$ cat config.mk
export PLATFORM = sky130hd
export DESIGN_NAME = phy_strap_mode_ext_regs
export DESIGN_NICKNAME = d
export VERILOG_FILES = /design/src/phy_strap_pkg.sv /design/src/phy_strap_mode_ext_regs.sv
export VERILOG_INCLUDE_DIRS = /design/src /design/src/src
export SDC_FILE = /design/constraint.sdc
export NUM_CORES = 1
export LEC_CHECK = 0
export BUFFER_PORTS_ARGS = -buffer_cell sky130_fd_sc_hd__buf_2
export CAP_MARGIN = 10
export CORE_MARGIN = 8
export CORE_UTILIZATION = 35
export CTS_CLUSTER_SIZE = 25
export DETAILED_ROUTE_END_ITERATION = 10
export GPL_TIMING_DRIVEN = 0
export PLACE_DENSITY_LB_ADDON = 0.2
export SETUP_SLACK_MARGIN = 0.4
export SLEW_MARGIN = 20
export SYNTH_ARGS = -nofsm -noshare
export SYNTH_HDL_FRONTEND = slang
export SYNTH_SLANG_ARGS = --single-unit
$ cat constraint.sdc
create_clock -name mclk -period 3.2 [get_ports mclk]
set_input_delay 0.64 -clock mclk [delete_from_list [all_inputs] [get_ports mclk]]
set_output_delay 0.64 -clock mclk [all_outputs]
set_load 0.01 [all_outputs]
$ cat src/phy_strap_defs.svh
// constants for the strap and mode extension register bank
`ifndef PHY_STRAP_DEFS_SVH
`define PHY_STRAP_DEFS_SVH

// register indices; byte address is four times the index
`define IDX_STRAP_LATCH_STATUS 12'h101
`define IDX_MODE_STRAP_OVERRIDE 12'h102
`define IDX_MODE_STRAP_STATUS 12'h103
`define IDX_POWER_OSCILLATOR_CONTROL 12'h107
// own choice: software power down bit of base register 0, mirrored here
`define IDX_BASE_CONTROL 12'h000

`define BIT_REF_CLK_EN 5
`define BIT_TRISTATE 7
`define BIT_NAND_OVR 4
`define BIT_GMII_OVR 1
`define BIT_NAND_STRAP 4
`define BIT_GMII_STRAP 1
`define BIT_REG_DISABLE 15
`define BIT_LOW_FREQ_OSC 8
`define BIT_SW_POWER_DOWN 11

// last value of the post-reset settle count before straps are taken
`define STRAP_SETTLE_LAST 2'h3

`define RST_OVERRIDE 16'h0000
`define RST_POWER_OSC 16'h0000
`define RST_BASE_CONTROL 16'h0000

`endif

$ cat src/phy_strap_pkg.sv
// types for the strap and mode extension register bank
package phy_strap_pkg;
  typedef struct packed {
    logic ref_clock_out_strap_enable;
    logic [4:0] mgmt_address_strap;
    logic nand_tree;
    logic gmii_mii;
  } strap_s;

  typedef struct packed {
    logic nand_tree_mode;
    logic gmii_mii_mode;
    logic io_tristate;
    logic regulator_off;
    logic osc_low_freq;
    logic sw_power_down;
  } ctrl_s;
endpackage : phy_strap_pkg

$ cat src/phy_strap_mode_ext_regs.sv
// strap status, mode override and power saving register bank on apb
`include "phy_strap_defs.svh"

module phy_strap_mode_ext_regs #(
  parameter int REG_WIDTH = 16
) (
  input wire logic mclk,
  input wire logic nrst,
  input wire logic psel,
  input wire logic penable,
  input wire logic pwrite,
  input wire logic [13:0] paddr,
  input wire logic [31:0] pwdata,
  input wire logic [3:0] pstrb,
  output logic [31:0] prdata,
  output logic pready,
  output logic pslverr,
  input wire phy_strap_pkg::strap_s strap_pins,
  output phy_strap_pkg::ctrl_s ctrl
);
  import phy_strap_pkg::*;

  // ==========================================================
  // local types and slots
  typedef logic [REG_WIDTH-1:0] reg_word_t;

  typedef enum {
    SEL_NONE,
    SEL_STRAP_STATUS,
    SEL_OVERRIDE,
    SEL_MODE_STATUS,
    SEL_POWER_OSC,
    SEL_BASE
  } reg_sel_e;

  // writable registers share one flop array, addressed by slot
  localparam int NUM_RW = 3;
  localparam int SLOT_OVERRIDE = 0;
  localparam int SLOT_POWER_OSC = 1;
  localparam int SLOT_BASE = 2;
  localparam int LANES = REG_WIDTH / 8;

  // ==========================================================
  // decode helpers
  function automatic logic aligned(input logic [13:0] a);
    aligned = (a[1:0] == 2'h0);
  endfunction : aligned

  // misaligned byte addresses select nothing and so raise an error
  function automatic reg_sel_e decode(input logic [13:0] a);
    reg_sel_e s;
    s = SEL_NONE;
    if (aligned(a)) begin
      case (a[13:2])
        `IDX_STRAP_LATCH_STATUS: s = SEL_STRAP_STATUS;
        `IDX_MODE_STRAP_OVERRIDE: s = SEL_OVERRIDE;
        `IDX_MODE_STRAP_STATUS: s = SEL_MODE_STATUS;
        `IDX_POWER_OSCILLATOR_CONTROL: s = SEL_POWER_OSC;
        `IDX_BASE_CONTROL: s = SEL_BASE;
        default: s = SEL_NONE;
      endcase
    end
    decode = s;
  endfunction : decode

  function automatic reg_sel_e slot_select(input int slot);
    reg_sel_e s;
    s = SEL_NONE;
    if (slot == SLOT_OVERRIDE) begin
      s = SEL_OVERRIDE;
    end else if (slot == SLOT_POWER_OSC) begin
      s = SEL_POWER_OSC;
    end else if (slot == SLOT_BASE) begin
      s = SEL_BASE;
    end
    slot_select = s;
  endfunction : slot_select

  function automatic reg_word_t slot_reset(input int slot);
    reg_word_t v;
    v = '0;
    if (slot == SLOT_OVERRIDE) begin
      v = REG_WIDTH'(`RST_OVERRIDE);
    end else if (slot == SLOT_POWER_OSC) begin
      v = REG_WIDTH'(`RST_POWER_OSC);
    end else if (slot == SLOT_BASE) begin
      v = REG_WIDTH'(`RST_BASE_CONTROL);
    end
    slot_reset = v;
  endfunction : slot_reset

  // byte lanes follow pstrb; lanes beyond the register width are ignored
  function automatic reg_word_t merge(input reg_word_t old, input logic [31:0] wd,
                                      input logic [3:0] st);
    reg_word_t v;
    v = old;
    for (int b = 0; b < LANES; b++) begin
      if (st[b]) begin
        v[b*8 +: 8] = wd[b*8 +: 8];
      end
    end
    merge = v;
  endfunction : merge

  // a mode is active when forced by software or chosen by the straps
  function automatic logic mode_active(input logic forced, input logic strapped);
    mode_active = forced | strapped;
  endfunction : mode_active

  // latched values only, overrides are not folded in
  function automatic reg_word_t strap_status(input strap_s s);
    reg_word_t w;
    w = '0;
    w[`BIT_REF_CLK_EN] = s.ref_clock_out_strap_enable;
    w[4:0] = s.mgmt_address_strap;
    strap_status = w;
  endfunction : strap_status

  function automatic reg_word_t mode_status(input strap_s s);
    reg_word_t w;
    w = '0;
    w[`BIT_NAND_STRAP] = s.nand_tree;
    w[`BIT_GMII_STRAP] = s.gmii_mii;
    mode_status = w;
  endfunction : mode_status

  // ==========================================================
  // apb handshake
  reg_sel_e sel;
  logic setup_phase;
  logic access_phase;
  logic write_take;

  assign sel = decode(paddr);
  assign setup_phase = psel && !penable;
  assign access_phase = psel && penable;
  assign write_take = access_phase && pwrite;
  // every register answers in its first access cycle
  assign pready = 1'b1;
  // unmapped addresses answer with an error and read zero
  assign pslverr = access_phase && (sel == SEL_NONE);

  // ==========================================================
  // strap capture
  strap_s strap_meta;
  strap_s strap_sync;
  strap_s strap_latched;
  logic [1:0] settle;
  logic settle_done;
  logic captured;

  // two flops before anything reads the strap pins
  always_ff @(posedge mclk) begin
    strap_meta <= strap_pins;
  end

  always_ff @(posedge mclk) begin
    strap_sync <= strap_meta;
  end

  assign settle_done = (settle == `STRAP_SETTLE_LAST);

  // lets the synchroniser fill with pin levels seen after reset
  always_ff @(posedge mclk) begin
    if (!nrst) begin
      settle <= 2'h0;
    end else if (!settle_done) begin
      settle <= settle + 2'h1;
    end
  end

  always_ff @(posedge mclk) begin
    if (!nrst) begin
      captured <= 1'b0;
    end else if (settle_done) begin
      captured <= 1'b1;
    end
  end

  // taken once; later pin activity never reaches status or modes
  always_ff @(posedge mclk) begin
    if (!nrst) begin
      strap_latched <= '0;
    end else if (settle_done && !captured) begin
      strap_latched <= strap_sync;
    end
  end

  // ==========================================================
  // writable registers
  reg_word_t rw_regs [NUM_RW];
  reg_word_t mode_strap_override;
  reg_word_t power_oscillator_control;
  reg_word_t base_control;

  // one flop row per writable register; read-only words hold no storage
  generate
    for (genvar gi = 0; gi < NUM_RW; gi++) begin : g_rw
      always_ff @(posedge mclk) begin
        if (!nrst) begin
          rw_regs[gi] <= slot_reset(gi);
        end else if (write_take && (sel == slot_select(gi))) begin
          rw_regs[gi] <= merge(rw_regs[gi], pwdata, pstrb);
        end
      end
    end
  endgenerate

  assign mode_strap_override = rw_regs[SLOT_OVERRIDE];
  assign power_oscillator_control = rw_regs[SLOT_POWER_OSC];
  assign base_control = rw_regs[SLOT_BASE];

  // ==========================================================
  // read data
  reg_word_t strap_status_word;
  reg_word_t mode_status_word;
  reg_word_t read_mux;

  assign strap_status_word = strap_status(strap_latched);
  assign mode_status_word = mode_status(strap_latched);

  always_comb begin
    read_mux = '0;
    unique case (sel)
      SEL_STRAP_STATUS: read_mux = strap_status_word;
      SEL_OVERRIDE: read_mux = mode_strap_override;
      SEL_MODE_STATUS: read_mux = mode_status_word;
      SEL_POWER_OSC: read_mux = power_oscillator_control;
      SEL_BASE: read_mux = base_control;
      SEL_NONE: read_mux = '0;
    endcase
  end

  // loaded in the setup cycle so it stands through the access cycle
  always_ff @(posedge mclk) begin
    if (!nrst) begin
      prdata <= 32'h00000000;
    end else if (setup_phase && !pwrite) begin
      prdata <= {{(32 - REG_WIDTH){1'b0}}, read_mux};
    end
  end

  // ==========================================================
  // control outputs
  logic power_down;
  logic next_nand_tree_mode;
  logic next_gmii_mii_mode;
  logic next_io_tristate;
  logic next_osc_low_freq;
  logic nand_tree_mode;
  logic gmii_mii_mode;
  logic io_tristate;
  logic regulator_off;
  logic osc_low_freq;
  logic sw_power_down;

  assign power_down = base_control[`BIT_SW_POWER_DOWN];

  always_comb begin
    next_nand_tree_mode = mode_active(mode_strap_override[`BIT_NAND_OVR],
                                      strap_latched.nand_tree);
    next_gmii_mii_mode = mode_active(mode_strap_override[`BIT_GMII_OVR],
                                     strap_latched.gmii_mii);
    // pins stay driven unless power down is also in force
    next_io_tristate = power_down && mode_strap_override[`BIT_TRISTATE];
    // gated by power down so a stray setting cannot slow a live link
    next_osc_low_freq = power_down && power_oscillator_control[`BIT_LOW_FREQ_OSC];
  end

  always_ff @(posedge mclk) begin
    if (!nrst) begin
      sw_power_down <= 1'b0;
    end else begin
      sw_power_down <= power_down;
    end
  end

  always_ff @(posedge mclk) begin
    if (!nrst) begin
      nand_tree_mode <= 1'b0;
    end else begin
      nand_tree_mode <= next_nand_tree_mode;
    end
  end

  always_ff @(posedge mclk) begin
    if (!nrst) begin
      gmii_mii_mode <= 1'b0;
    end else begin
      gmii_mii_mode <= next_gmii_mii_mode;
    end
  end

  always_ff @(posedge mclk) begin
    if (!nrst) begin
      io_tristate <= 1'b0;
    end else begin
      io_tristate <= next_io_tristate;
    end
  end

  always_ff @(posedge mclk) begin
    if (!nrst) begin
      regulator_off <= 1'b0;
    end else begin
      regulator_off <= power_oscillator_control[`BIT_REG_DISABLE];
    end
  end

  always_ff @(posedge mclk) begin
    if (!nrst) begin
      osc_low_freq <= 1'b0;
    end else begin
      osc_low_freq <= next_osc_low_freq;
    end
  end

  // ==========================================================
  // output carrier
  assign ctrl.nand_tree_mode = nand_tree_mode;
  assign ctrl.gmii_mii_mode = gmii_mii_mode;
  assign ctrl.io_tristate = io_tristate;
  assign ctrl.regulator_off = regulator_off;
  assign ctrl.osc_low_freq = osc_low_freq;
  assign ctrl.sw_power_down = sw_power_down;
endmodule : phy_strap_mode_ext_regs

==> flow_metrics.py, run 1 <==
metrics = {
    "timing": {
        "clock.fmax_ghz": 0.364,
        "actual_slew_at_the_worst_max_slew_pin_ps": 1120,
        "finalCriticalPeriod_ps": 2750,
        "relSlewSlack": 0.254,
        "timing.final.setup_violations": 0,
        "timing.hold.ws_ps": 327,
        "worst_slack_ps": 452,
        "fin_worst_skew_ps": 8.05,
        "hold_viol_final": 0,
        "slew_viol_final": 0,
        "grt_setup_unrepaired": "true",
        "finalCritPeriodShare": 0.859,
    },
    "routing": {
        "drc": 0,
        "routed_length_per_instance_um": 18.4,
        "num_vias": 3020,
        "drt-vias-per-instance": 5.02,
        "drt.antenna.violating_nets": 0,
        "drtPass1Iterations": 4,
        "drt-initial-drc-count": 288,
        "route.final.wire_length_um": 11100,
    },
    "critical_path": {
        "critPathRequiredTime_ps": 2560,
        "cp_cell_sequence": "buf_2 > or4_4 > buf_6 > nor3_4 > buf_4 > a21oi_1 > buf_2",
        "timing.critical_path.mode_cell": "sky130_fd_sc_hd__buf_2",
        "critical_path.startpoint_type": "input port",
        "cp.buffers_inverters": 4,
        "critical_path_arrival_ps": 2110,
        "critical_path_depth": 7,
        "critPathMaxStageDelay_ps": 510,
        "critPathSlowestCell": "sky130_fd_sc_hd__or4_4",
        "worst-r2r-cell-count": 7,
        "worstPathMaxFanout": 10,
        "criticalPathCategory": "in -> out",
        "timing.critical_path.to_type": "output port",
        "worst_path_dominant_cell_family": "simple AND/OR/NAND/NOR gates",
    },
    "layout": {
        "n_fill_cell": 1134,
        "final-instance-count-excl-fill": 602,
        "n_antenna_cell": 0,
        "syn_to_final_growth_pct": 21.2,
        "fin_util": 0.429,
        "final_layout_size_suffix_gt1_frac": 0.308,
        "net_count_of_the_finished_layout": 514,
    },
    "placement": {
        "number_of_buffer_cells_added_on_primary_ports": 66,
        "dp.cells": 585,
        "gpl.final_weighted_congestion": 0.766,
        "dpl.hpwl_um": 7690,
        "place_ws_ps": -190,
    },
    "status": {
        "status": "finished, final reports clean",
    },
    "floorplan": {
        "initial_util": 0.354,
        "dieWidth_um": 126,
        "die-height_um": 126,
        "core.rowCount": 40,
        "area_enclosed_by_the_die_boundary_mm2": 0.0158,
        "design.core.area_mm2": 0.0119,
        "io_pins": 103,
    },
    "pwr": {
        "internal_power_mw": 1.98,
        "p_sw_frac": 0.242,
        "pwr-share-comb": 0.074,
        "total_power_mw": 2.62,
        "power_switching_mw": 0.634,
        "seq_power_share": 0.527,
        "standby_leakage_power_nw": 2.04,
        "power_frac_clock": 0.400,
        "vdd_drop_max_mv": 0.302,
        "powerDensity_mw_per_mm2": 513,
    },
    "logic_synthesis": {
        "synth_enable_flop_cells": 48,
        "ys_async_sr_fraction": 0,
        "synth.cell_area_mm2": 0.00422,
        "synth-warning-count": 0,
        "syn-instance-count": 356,
        "yosys_most_used_dff": "sky130_fd_sc_hd__dfxtp_1",
        "synth-seq-area-share": 0.574,
        "syn_area_per_cell_um2": 11.8,
        "ys_seq_elements": 97,
        "netlist-cell-type-count": 46,
    },
    "clock_tree": {
        "clk_pin_slew_worst_paths_ps": 70,
        "ctsHtreeMaxLevel": 3,
        "tritoncts": "yes",
        "tritoncts_num_sinks": 97,
        "tritoncts.num_buffers": 9,
        "ctsLongestPathBuffers": 2,
        "clock_latency_ps": 350,
        "ctsHoldBuffers": 0,
        "cts-root-buf": "sky130_fd_sc_hd__clkbuf_16",
    },
    "worst_hold_path": {
        "hold_path.class": "reg -> reg",
        "worst_hold_path.num_cells": 0,
    },
    "grt": {
        "grt_max_degree": 19,
        "groute.usage.overall": 0.143,
        "first_global_vias": 3068,
        "grt_first_pass_wirelength_um": 17300,
        "overflow": 0,
        "number_of_antenna_violations_at_the_first_check_in_global_routing": 0,
    },
    "run": {
        "max_cap_violation_count": 0,
    },
}
## stage by stage
stage                     cell area [µm²]  TNS [ps]
after floorplan                      4270         0
after global placement               4790     -9960
after detailed placement             4790     -2780
after CTS                            5090         0
after global routing                 5110         0
final                                5110         0
## state kept, by name (all words and copies together) (netlist names), 2 cells and up
name	cells
mode_status_word	2
strap_meta	8
strap_sync	8
settle	2
rw_regs	48
strap_latched	6
prdata	16
## synth_stat cells, types with 2 or more instances
| cell | n | area share |
|---|---|---|
| sky130_fd_sc_hd__mux2_2 | 2 | 0.0053 |
| sky130_fd_sc_hd__nor3_2 | 2 | 0.0047 |
| sky130_fd_sc_hd__mux2i_1 | 3 | 0.0071 |
| sky130_fd_sc_hd__a211oi_2 | 10 | 0.030 |
| sky130_fd_sc_hd__nand2_1 | 2 | 0.0018 |
| sky130_fd_sc_hd__buf_2 | 3 | 0.0036 |
| sky130_fd_sc_hd__conb_1 | 2 | 0.0018 |
| sky130_fd_sc_hd__and2_1 | 55 | 0.082 |
| sky130_fd_sc_hd__buf_4 | 23 | 0.041 |
| sky130_fd_sc_hd__and3_1 | 15 | 0.022 |
| sky130_fd_sc_hd__nor2b_1 | 10 | 0.015 |
| sky130_fd_sc_hd__buf_6 | 3 | 0.0080 |
| sky130_fd_sc_hd__nand4_1 | 11 | 0.016 |
| sky130_fd_sc_hd__clkbuf_1 | 16 | 0.014 |
| sky130_fd_sc_hd__o21ai_0 | 20 | 0.024 |
| sky130_fd_sc_hd__and4_1 | 3 | 0.0062 |
| sky130_fd_sc_hd__edfxtp_1 | 48 | 0.34 |
| sky130_fd_sc_hd__nor4_1 | 2 | 0.0030 |
| sky130_fd_sc_hd__a21oi_1 | 7 | 0.0083 |
| sky130_fd_sc_hd__dfxtp_1 | 49 | 0.23 |
| sky130_fd_sc_hd__o21a_1 | 3 | 0.0053 |
| sky130_fd_sc_hd__or3_1 | 2 | 0.0030 |
| sky130_fd_sc_hd__nor2_1 | 7 | 0.0062 |
| sky130_fd_sc_hd__a21bo_2 | 2 | 0.0047 |
| sky130_fd_sc_hd__a221oi_1 | 22 | 0.046 |
| sky130_fd_sc_hd__o211ai_1 | 6 | 0.011 |
| sky130_fd_sc_hd__inv_1 | 9 | 0.0080 |
## power by group through the flow
stage	clock (mW)	sequential (mW)	combinational, mW
6_report	1.05	1.38	0.193
3_3_place_gp	0	1.41	0.184
4_1_cts	1.07	1.38	0.192
3_5_place_dp	0	1.41	0.191
5_1_grt	1.12	1.39	0.213
2_1_floorplan	0	1.40	0.118
## final timing paths
path / start / to / slack [ps]
setup / recovery: paddr[11] / pslverr / 450
hold / removal: strap_meta[2] / strap_sync[2] / 330
setup reg to reg: settle[0] / strap_latched[5] / 1460
hold reg to reg: strap_meta[2] / strap_sync[2] / 330
## layer usage
layer | up-vias | wire (µm) | track usage
li1 | 1457 | - | -
met1 | 1420 | 4780 | 0.170
met2 | 131 | 5190 | 0.229
met3 | 12 | 938 | 0.0561
met4 | 0 | 147 | 0.0510
met5 | - | 0 | 0
## worst register-to-register path, stage by stage (launching register included)
cell,delay [ps]
sky130_fd_sc_hd__dfxtp_1,350
sky130_fd_sc_hd__ha_1,240
sky130_fd_sc_hd__nor2b_1,140
sky130_fd_sc_hd__clkbuf_1,260
sky130_fd_sc_hd__clkbuf_1,380
sky130_fd_sc_hd__nor2_1,80
sky130_fd_sc_hd__a21oi_1,130
sky130_fd_sc_hd__nor2b_1,60
## cell families (layout without fill, tap and decap cells)
family	count (synthesis)	after routing	synth area share
adder cells (fa/ha/maj)	2	2	0.00534
AO/OA/AOI/OAI	73	73	0.134
AND/OR/NAND/NOR	120	120	0.192
flip-flops	97	97	0.574
multiplexers	5	5	0.0125
buffers and inverters	55	139	0.0760
other	2	17	0.00178
XOR/XNOR	2	2	0.00416
## layout by cell type (no fill, tap or decap), types with 6 or more instances in the layout
master / Yosys / final
sky130_fd_sc_hd__edfxtp_1: 48 / 48
sky130_fd_sc_hd__buf_4: 23 / 26
sky130_fd_sc_hd__and3_1: 15 / 15
sky130_fd_sc_hd__o211ai_1: 6 / 6
sky130_fd_sc_hd__nor2b_1: 10 / 10
sky130_fd_sc_hd__inv_1: 9 / 9
sky130_fd_sc_hd__conb_1: 2 / 17
sky130_fd_sc_hd__clkbuf_1: 16 / 15
sky130_fd_sc_hd__a21oi_1: 7 / 7
sky130_fd_sc_hd__dfxtp_1: 49 / 49
sky130_fd_sc_hd__clkbuf_16: 0 / 9
sky130_fd_sc_hd__nand4_1: 11 / 11
sky130_fd_sc_hd__o21ai_0: 20 / 16
sky130_fd_sc_hd__buf_2: 3 / 68
sky130_fd_sc_hd__nor2_1: 7 / 7
sky130_fd_sc_hd__a211oi_2: 10 / 10
sky130_fd_sc_hd__and2_1: 55 / 55
sky130_fd_sc_hd__a221oi_1: 22 / 22
## repair_timing
| item | in CTS | in global routing |
|---|---|---|
| endpoints found under the setup margin | 17 | 17 |
| pin swaps | 1 | 0 |
| resized for setup | 0 | 7 |
| buffers inserted | 1 | 0 |
## area by class of cell
cell class | count | area, µm² | area share
Sequential cell | 97 | 2420 | 0.474
Multi-Input combinational cell | 219 | 1540 | 0.302
Timing Repair Buffer | 68 | 345 | 0.0676
Buffer | 46 | 290 | 0.0568
Clock buffer | 9 | 225 | 0.0441
Tap cell | 147 | 184 | 0.0360
Clock inverter | 7 | 63.8 | 0.0125
Inverter | 9 | 33.8 | 0.00661
Note: power is estimated with default switching activity, not from simulation.
==> run 2, diff against run 1 <==
- ABC_AREA: unset -> 1
- CAP_MARGIN: 10 -> 40
- clock period: 3.2 -> 2.7 ns (I/O delays scaled with it)
==> flow_metrics.py, run 2 <==
metrics = {
    "status": {
        "status": "finished, final reports clean",
    },
    "pwr": {
        "standby_leakage_power_nw": 2.42,
        "power_frac_clock": 0.393,
        "powerDensity_mw_per_mm2": 598,
        "pwr-share-comb": 0.066,
        "seq_power_share": 0.541,
        "internal_power_mw": 2.35,
        "vdd_drop_max_mv": 0.312,
        "power_switching_mw": 0.691,
        "p_sw_frac": 0.228,
    },
    "clock_tree": {
        "tritoncts": "yes",
        "clk_pin_slew_worst_paths_ps": 60,
        "ctsHtreeMaxLevel": 3,
        "ctsLongestPathBuffers": 2,
        "clock_latency_ps": 340,
        "tritoncts.num_buffers": 9,
        "tritoncts_num_sinks": 97,
        "ctsHoldBuffers": 0,
        "cts-root-buf": "sky130_fd_sc_hd__clkbuf_16",
    },
    "placement": {
        "place_ws_ps": -193,
        "dpl.hpwl_um": 6950,
        "number_of_buffer_cells_added_on_primary_ports": 67,
        "gpl.final_weighted_congestion": 0.788,
        "dpl-instance-area_mm2": 0.00473,
    },
    "logic_synthesis": {
        "synthTopCellsByCount": "sky130_fd_sc_hd__nand2_1, sky130_fd_sc_hd__nor2_1, sky130_fd_sc_hd__inv_1",
        "syn_area_per_cell_um2": 8.83,
        "synth.cell_area_mm2": 0.00416,
        "ys_async_sr_fraction": 0,
        "synth-seq-area-share": 0.582,
        "synth-warning-count": 0,
        "netlist-cell-type-count": 28,
        "post_synth_top_area_share": 0.347,
        "yosys_most_used_dff": "sky130_fd_sc_hd__dfxtp_1",
        "synth_most_common_cell": "sky130_fd_sc_hd__nand2_1",
        "area_contributors_post_synth": "sky130_fd_sc_hd__edfxtp_1, sky130_fd_sc_hd__dfxtp_1, sky130_fd_sc_hd__nand2_1, sky130_fd_sc_hd__nor2_1, sky130_fd_sc_hd__inv_1",
        "ys_seq_elements": 97,
        "yosys.area.top_type": "sky130_fd_sc_hd__edfxtp_1",
        "syn-instance-count": 471,
        "synth_enable_flop_cells": 48,
    },
    "critical_path": {
        "cp_cell_sequence": "buf_2 > nor2_1 > nand2_1 > nor2_4 > nand2_2 > nand2_4 > nand2_4 > clkinvlp_4 > nor3_2 > buf_2",
        "critPathMaxStageDelay_ps": 210,
        "critical_path.startpoint_type": "input port",
        "critical_path_arrival_ps": 1690,
        "ff2ff_setup_slack_ps": 1110,
        "critPathSlowestCell": "sky130_fd_sc_hd__nor2_4",
        "criticalPathCategory": "in -> out",
        "worstPathMaxFanout": 7,
        "critPathRequiredTime_ps": 2160,
        "timing.critical_path.to_type": "output port",
    },
    "floorplan": {
        "die-height_um": 125,
        "design.core.area_mm2": 0.0118,
        "dieWidth_um": 125,
        "core.rowCount": 40,
        "io_pins": 103,
        "initial_util": 0.352,
        "area_enclosed_by_the_die_boundary_mm2": 0.0156,
    },
    "timing": {
        "finalCritPeriodShare": 0.825,
        "fin_worst_skew_ps": 6.46,
        "timing.hold.ws_ps": 298,
        "slew_viol_final": 0,
        "timing.final.setup_violations": 0,
        "actual_slew_at_the_worst_max_slew_pin_ps": 778,
        "worst_slack_ps": 472,
        "clock.fmax_ghz": 0.449,
        "finalCriticalPeriod_ps": 2230,
        "grt_setup_unrepaired": "true",
        "hold_viol_final": 0,
        "final.setup.tns_ps": 0,
        "relSlewSlack": 0.481,
    },
    "grt": {
        "overflow": 0,
        "number_of_antenna_violations_at_the_first_check_in_global_routing": 0,
        "grt_first_pass_wirelength_um": 15400,
        "groute.usage.overall": 0.123,
        "grt_max_degree": 17,
        "first_global_vias": 3092,
    },
    "routing": {
        "routed_length_per_instance_um": 13.2,
        "route.final.wire_length_um": 9460,
        "num_vias": 3081,
        "drt.antenna.violating_nets": 0,
        "drt-vias-per-instance": 4.30,
        "drc": 0,
        "drtPass1Iterations": 4,
        "drt-initial-drc-count": 202,
    },
    "layout": {
        "final_cell_mix": "sky130_fd_sc_hd__nand2_1, sky130_fd_sc_hd__nor2_1, sky130_fd_sc_hd__buf_2, sky130_fd_sc_hd__inv_1, sky130_fd_sc_hd__dfxtp_1",
        "postLayoutCellArea_mm2": 0.00508,
        "fin_util": 0.430,
        "n_antenna_cell": 0,
        "net_count_of_the_finished_layout": 629,
        "flip_flop_count_of_the_largest_register_after_layout": 48,
        "final_common_cell": "sky130_fd_sc_hd__nand2_1",
        "final_layout_size_suffix_gt1_frac": 0.260,
        "most_flop_heavy_register": "rw_regs",
        "reg.largest.list": "rw_regs: 48 flops, prdata: 16 flops",
        "syn_to_final_growth_pct": 22.1,
    },
    "run": {
        "max_cap_violation_count": 0,
    },
    "worst_hold_path": {
        "hold_path.class": "in -> reg",
    },
}
-- run 2: power groups by stage --
stage / Sequential, mW / Clock, mW / Combinational, mW
after global placement: 1.68 / 0 / 0.188
after CTS: 1.64 / 1.21 / 0.196
after floorplan: 1.67 / 0 / 0.124
after detailed placement: 1.68 / 0 / 0.192
after global routing: 1.65 / 1.26 / 0.228
final: 1.64 / 1.19 / 0.201
-- run 2: layout make-up --
cell class                 count  area, µm²
timing repair buffer          68        355
sequential                    97       2420
fill                        1195       6730
inverter                      56        216
clock inverter                 5       31.3
buffer                        33        233
multi-input combinational    300       1390
tap                          147        184
clock buffer                  11        243
-- run 2: path summary, 6_finish.rpt --
kind                            cells after the start               end           from
worst min-delay path                                1     strap_meta[6]  strap_pins[6]
worst min register to register                      0     strap_sync[7]  strap_meta[7]
worst max-delay path                               10           pslverr       paddr[9]
worst max register to register                      6  strap_latched[7]      settle[0]
-- run 2: metal layers --
metal,vias to the layer above,GRT usage,part of all wire
met5,-,0,0
met4,0,0.0566,0.019
met3,10,0.0344,0.078
li1,1623,-,-
met1,1347,0.158,0.49
met2,101,0.187,0.41
-- run 2: metrics by stage --
step	power [mW]	cells
final	3.04	717
after floorplan	1.79	486
after detailed placement	1.87	700
after CTS	3.05	716
after global routing	3.14	717
after global placement	1.86	700
-- run 2: critical path: cells and delay by family --
kind / cells / cell delay, ps
buf+inv: 3 / 400
simple gates: 7 / 760
-- run 2: cells by family after synthesis --
group           count (synthesis)  share of synthesized area
fa+ha+maj                       1                    0.00301
flops                          97                      0.582
other cells                     2                    0.00181
simple gates                  248                      0.261
buf+inv                        89                      0.107
compound gates                 34                     0.0445
-- run 2: what timing repair did --
action / CTS / global route
resized for setup: 5 / 6
setup endpoints to repair: 41 / 41
buffers inserted: 0 / 1
pin swaps: 0 / 1
endpoints found under the hold margin: 0 / 0
gates cloned: 0 / 0
==> run 3, diff against run 2 <==
- ABC_AREA: 1 -> 0
- clock period: 2.7 -> 2.1 ns (I/O delays scaled with it)
==> flow_metrics.py, run 3 (synthesized netlist as in run 1, its figures left out) <==
metrics = {
    "pwr": {
        "powerDensity_mw_per_mm2": 696,
        "vdd_drop_max_mv": 0.319,
        "standby_leakage_power_nw": 2.36,
    },
    "floorplan": {
        "design.core.area_mm2": 0.0119,
        "io_pins": 103,
        "dieWidth_um": 126,
        "initial_util": 0.354,
        "die-height_um": 126,
        "core.rowCount": 40,
        "area_enclosed_by_the_die_boundary_mm2": 0.0158,
    },
    "grt": {
        "grt_first_pass_wirelength_um": 17600,
        "first_global_vias": 3158,
        "groute.usage.overall": 0.144,
        "number_of_antenna_violations_at_the_first_check_in_global_routing": 0,
        "overflow": 0,
        "grt_max_degree": 15,
    },
    "routing": {
        "drt-initial-drc-count": 234,
        "num_vias": 3147,
        "drtPass1Iterations": 5,
        "drt-vias-per-instance": 5.04,
        "drc": 0,
        "route.final.wire_length_um": 11500,
        "drt.antenna.violating_nets": 0,
        "routed_length_per_instance_um": 18.4,
    },
    "clock_tree": {
        "cts-root-buf": "sky130_fd_sc_hd__clkbuf_16",
        "ctsHtreeMaxLevel": 3,
        "tritoncts.num_buffers": 9,
        "tritoncts": "yes",
        "clk_pin_slew_worst_paths_ps": 60,
        "clock_latency_ps": 340,
        "tritoncts_num_sinks": 97,
        "ctsLongestPathBuffers": 2,
    },
    "critical_path": {
        "critical_path_arrival_ps": 1650,
        "timing.critical_path.to_type": "output port",
        "critical_path.startpoint_type": "input port",
        "ff2ff_setup_slack_ps": 590,
        "critPathRequiredTime_ps": 1680,
        "worstPathMaxFanout": 4,
        "criticalPathCategory": "in -> out",
        "worst-r2r-cell-count": 7,
    },
    "timing": {
        "clock.fmax_ghz": 0.482,
        "timing.hold.ws_ps": 177,
        "finalCriticalPeriod_ps": 2070,
        "relSlewSlack": 0.514,
        "hold_viol_final": 0,
        "grt_setup_unrepaired": "true",
        "fin_worst_skew_ps": 4.52,
        "final.setup.tns_ps": 0,
        "worst_slack_ps": 25.7,
        "finalCritPeriodShare": 0.988,
        "timing.final.setup_violations": 0,
        "slew_viol_final": 0,
        "actual_slew_at_the_worst_max_slew_pin_ps": 729,
    },
    "placement": {
        "dp.cells": 585,
        "dpl.hpwl_um": 7650,
        "place_ws_ps": -417,
        "number_of_buffer_cells_added_on_primary_ports": 66,
        "gpl.final_weighted_congestion": 0.777,
    },
    "layout": {
        "net_count_of_the_finished_layout": 538,
        "final_cell_mix": "sky130_fd_sc_hd__buf_2, sky130_fd_sc_hd__dfxtp_1, sky130_fd_sc_hd__edfxtp_1, sky130_fd_sc_hd__buf_4, sky130_fd_sc_hd__and2_4",
        "n_antenna_cell": 0,
        "reg.largest.list": "rw_regs: 48 flops, prdata: 16 flops",
        "final_layout_size_suffix_gt1_frac": 0.454,
        "final_common_cell": "sky130_fd_sc_hd__buf_2",
        "flip_flop_count_of_the_largest_register_after_layout": 48,
        "final-instance-count-excl-fill": 625,
        "n_fill_cell": 1066,
        "most_flop_heavy_register": "rw_regs",
        "fin_util": 0.488,
        "syn_to_final_growth_pct": 37.9,
    },
    "worst_hold_path": {
        "hold_path.class": "in -> reg",
        "worst_hold_path.num_cells": 1,
    },
    "run": {
        "max_cap_violation_count": 0,
    },
    "status": {
        "status": "finished, final reports clean",
    },
}
## run 3: cell count changes in the layout (fill, tap and decap cells not counted), moves of 11 or more
cell and delta:
sky130_fd_sc_hd__nand3_1 -21, sky130_fd_sc_hd__and2_4 +29, sky130_fd_sc_hd__inv_1 -42, sky130_fd_sc_hd__buf_6 +13, sky130_fd_sc_hd__nand2_2 -12, sky130_fd_sc_hd__nand2_1 -99, sky130_fd_sc_hd__a221oi_1 +15, sky130_fd_sc_hd__and3_1 +14
sky130_fd_sc_hd__and2_1 +26, sky130_fd_sc_hd__nand4_1 +11, sky130_fd_sc_hd__nor2_1 -91
## run 3: cell type report
type | instances | area (µm²) | area share
Buffer | 46 | 417 | 0.0717
Clock buffer | 13 | 283 | 0.0486
Clock inverter | 2 | 10.0 | 0.00172
Inverter | 9 | 33.8 | 0.00581
Multi-Input combinational cell | 219 | 1790 | 0.308
Sequential cell | 97 | 2420 | 0.417
Tap cell | 147 | 184 | 0.0316
Timing Repair Buffer | 92 | 676 | 0.116
## run 3: worst paths after layout
kind / startpoint / end
worst max-delay path: paddr[1] / pslverr
worst min register to register: strap_meta[6] / strap_sync[6]
worst min-delay path: strap_pins[0] / strap_meta[0]
worst max register to register: settle[0] / strap_latched[5]
## run 3: per-stage QoR
step / cell area, µm² / power (mW)
5_1_grt: 5810 / 4.19
6_report: 5810 / 4.05
3_5_place_dp: 4990 / 2.46
3_3_place_gp: 4980 / 2.45
4_1_cts: 5670 / 4.07
2_1_floorplan: 4470 / 2.34
## run 3: timing repair
item                       4_1_cts  5_1_grt
setup endpoints to repair      105      117
hold buffers                     0        0
gates cloned                     2        2
setup buffers                   18        3
pin swaps                       13       15
gates resized for setup         46       24
## run 3: metal layers
metal	global-route usage	up-vias	routed length, µm
met1	0.172	1492	4910
met5	0	-	0
met4	0.0524	0	169
met2	0.236	138	5400
met3	0.0473	17	994
li1	-	1500	-
## run 3: worst max-delay path, cell delays in order
cell                      delay, ps
sky130_fd_sc_hd__buf_6           90
sky130_fd_sc_hd__or4_4          530
sky130_fd_sc_hd__buf_8          150
sky130_fd_sc_hd__nor3_4         150
sky130_fd_sc_hd__buf_6          140
sky130_fd_sc_hd__a21oi_4         50
sky130_fd_sc_hd__buf_6          120
## run 3: where the power goes
part           internal [mW]  switching, mW  total (mW)
logic                  0.159          0.189       0.349
clock network          0.934          0.659        1.59
registers               2.07         0.0328        2.10
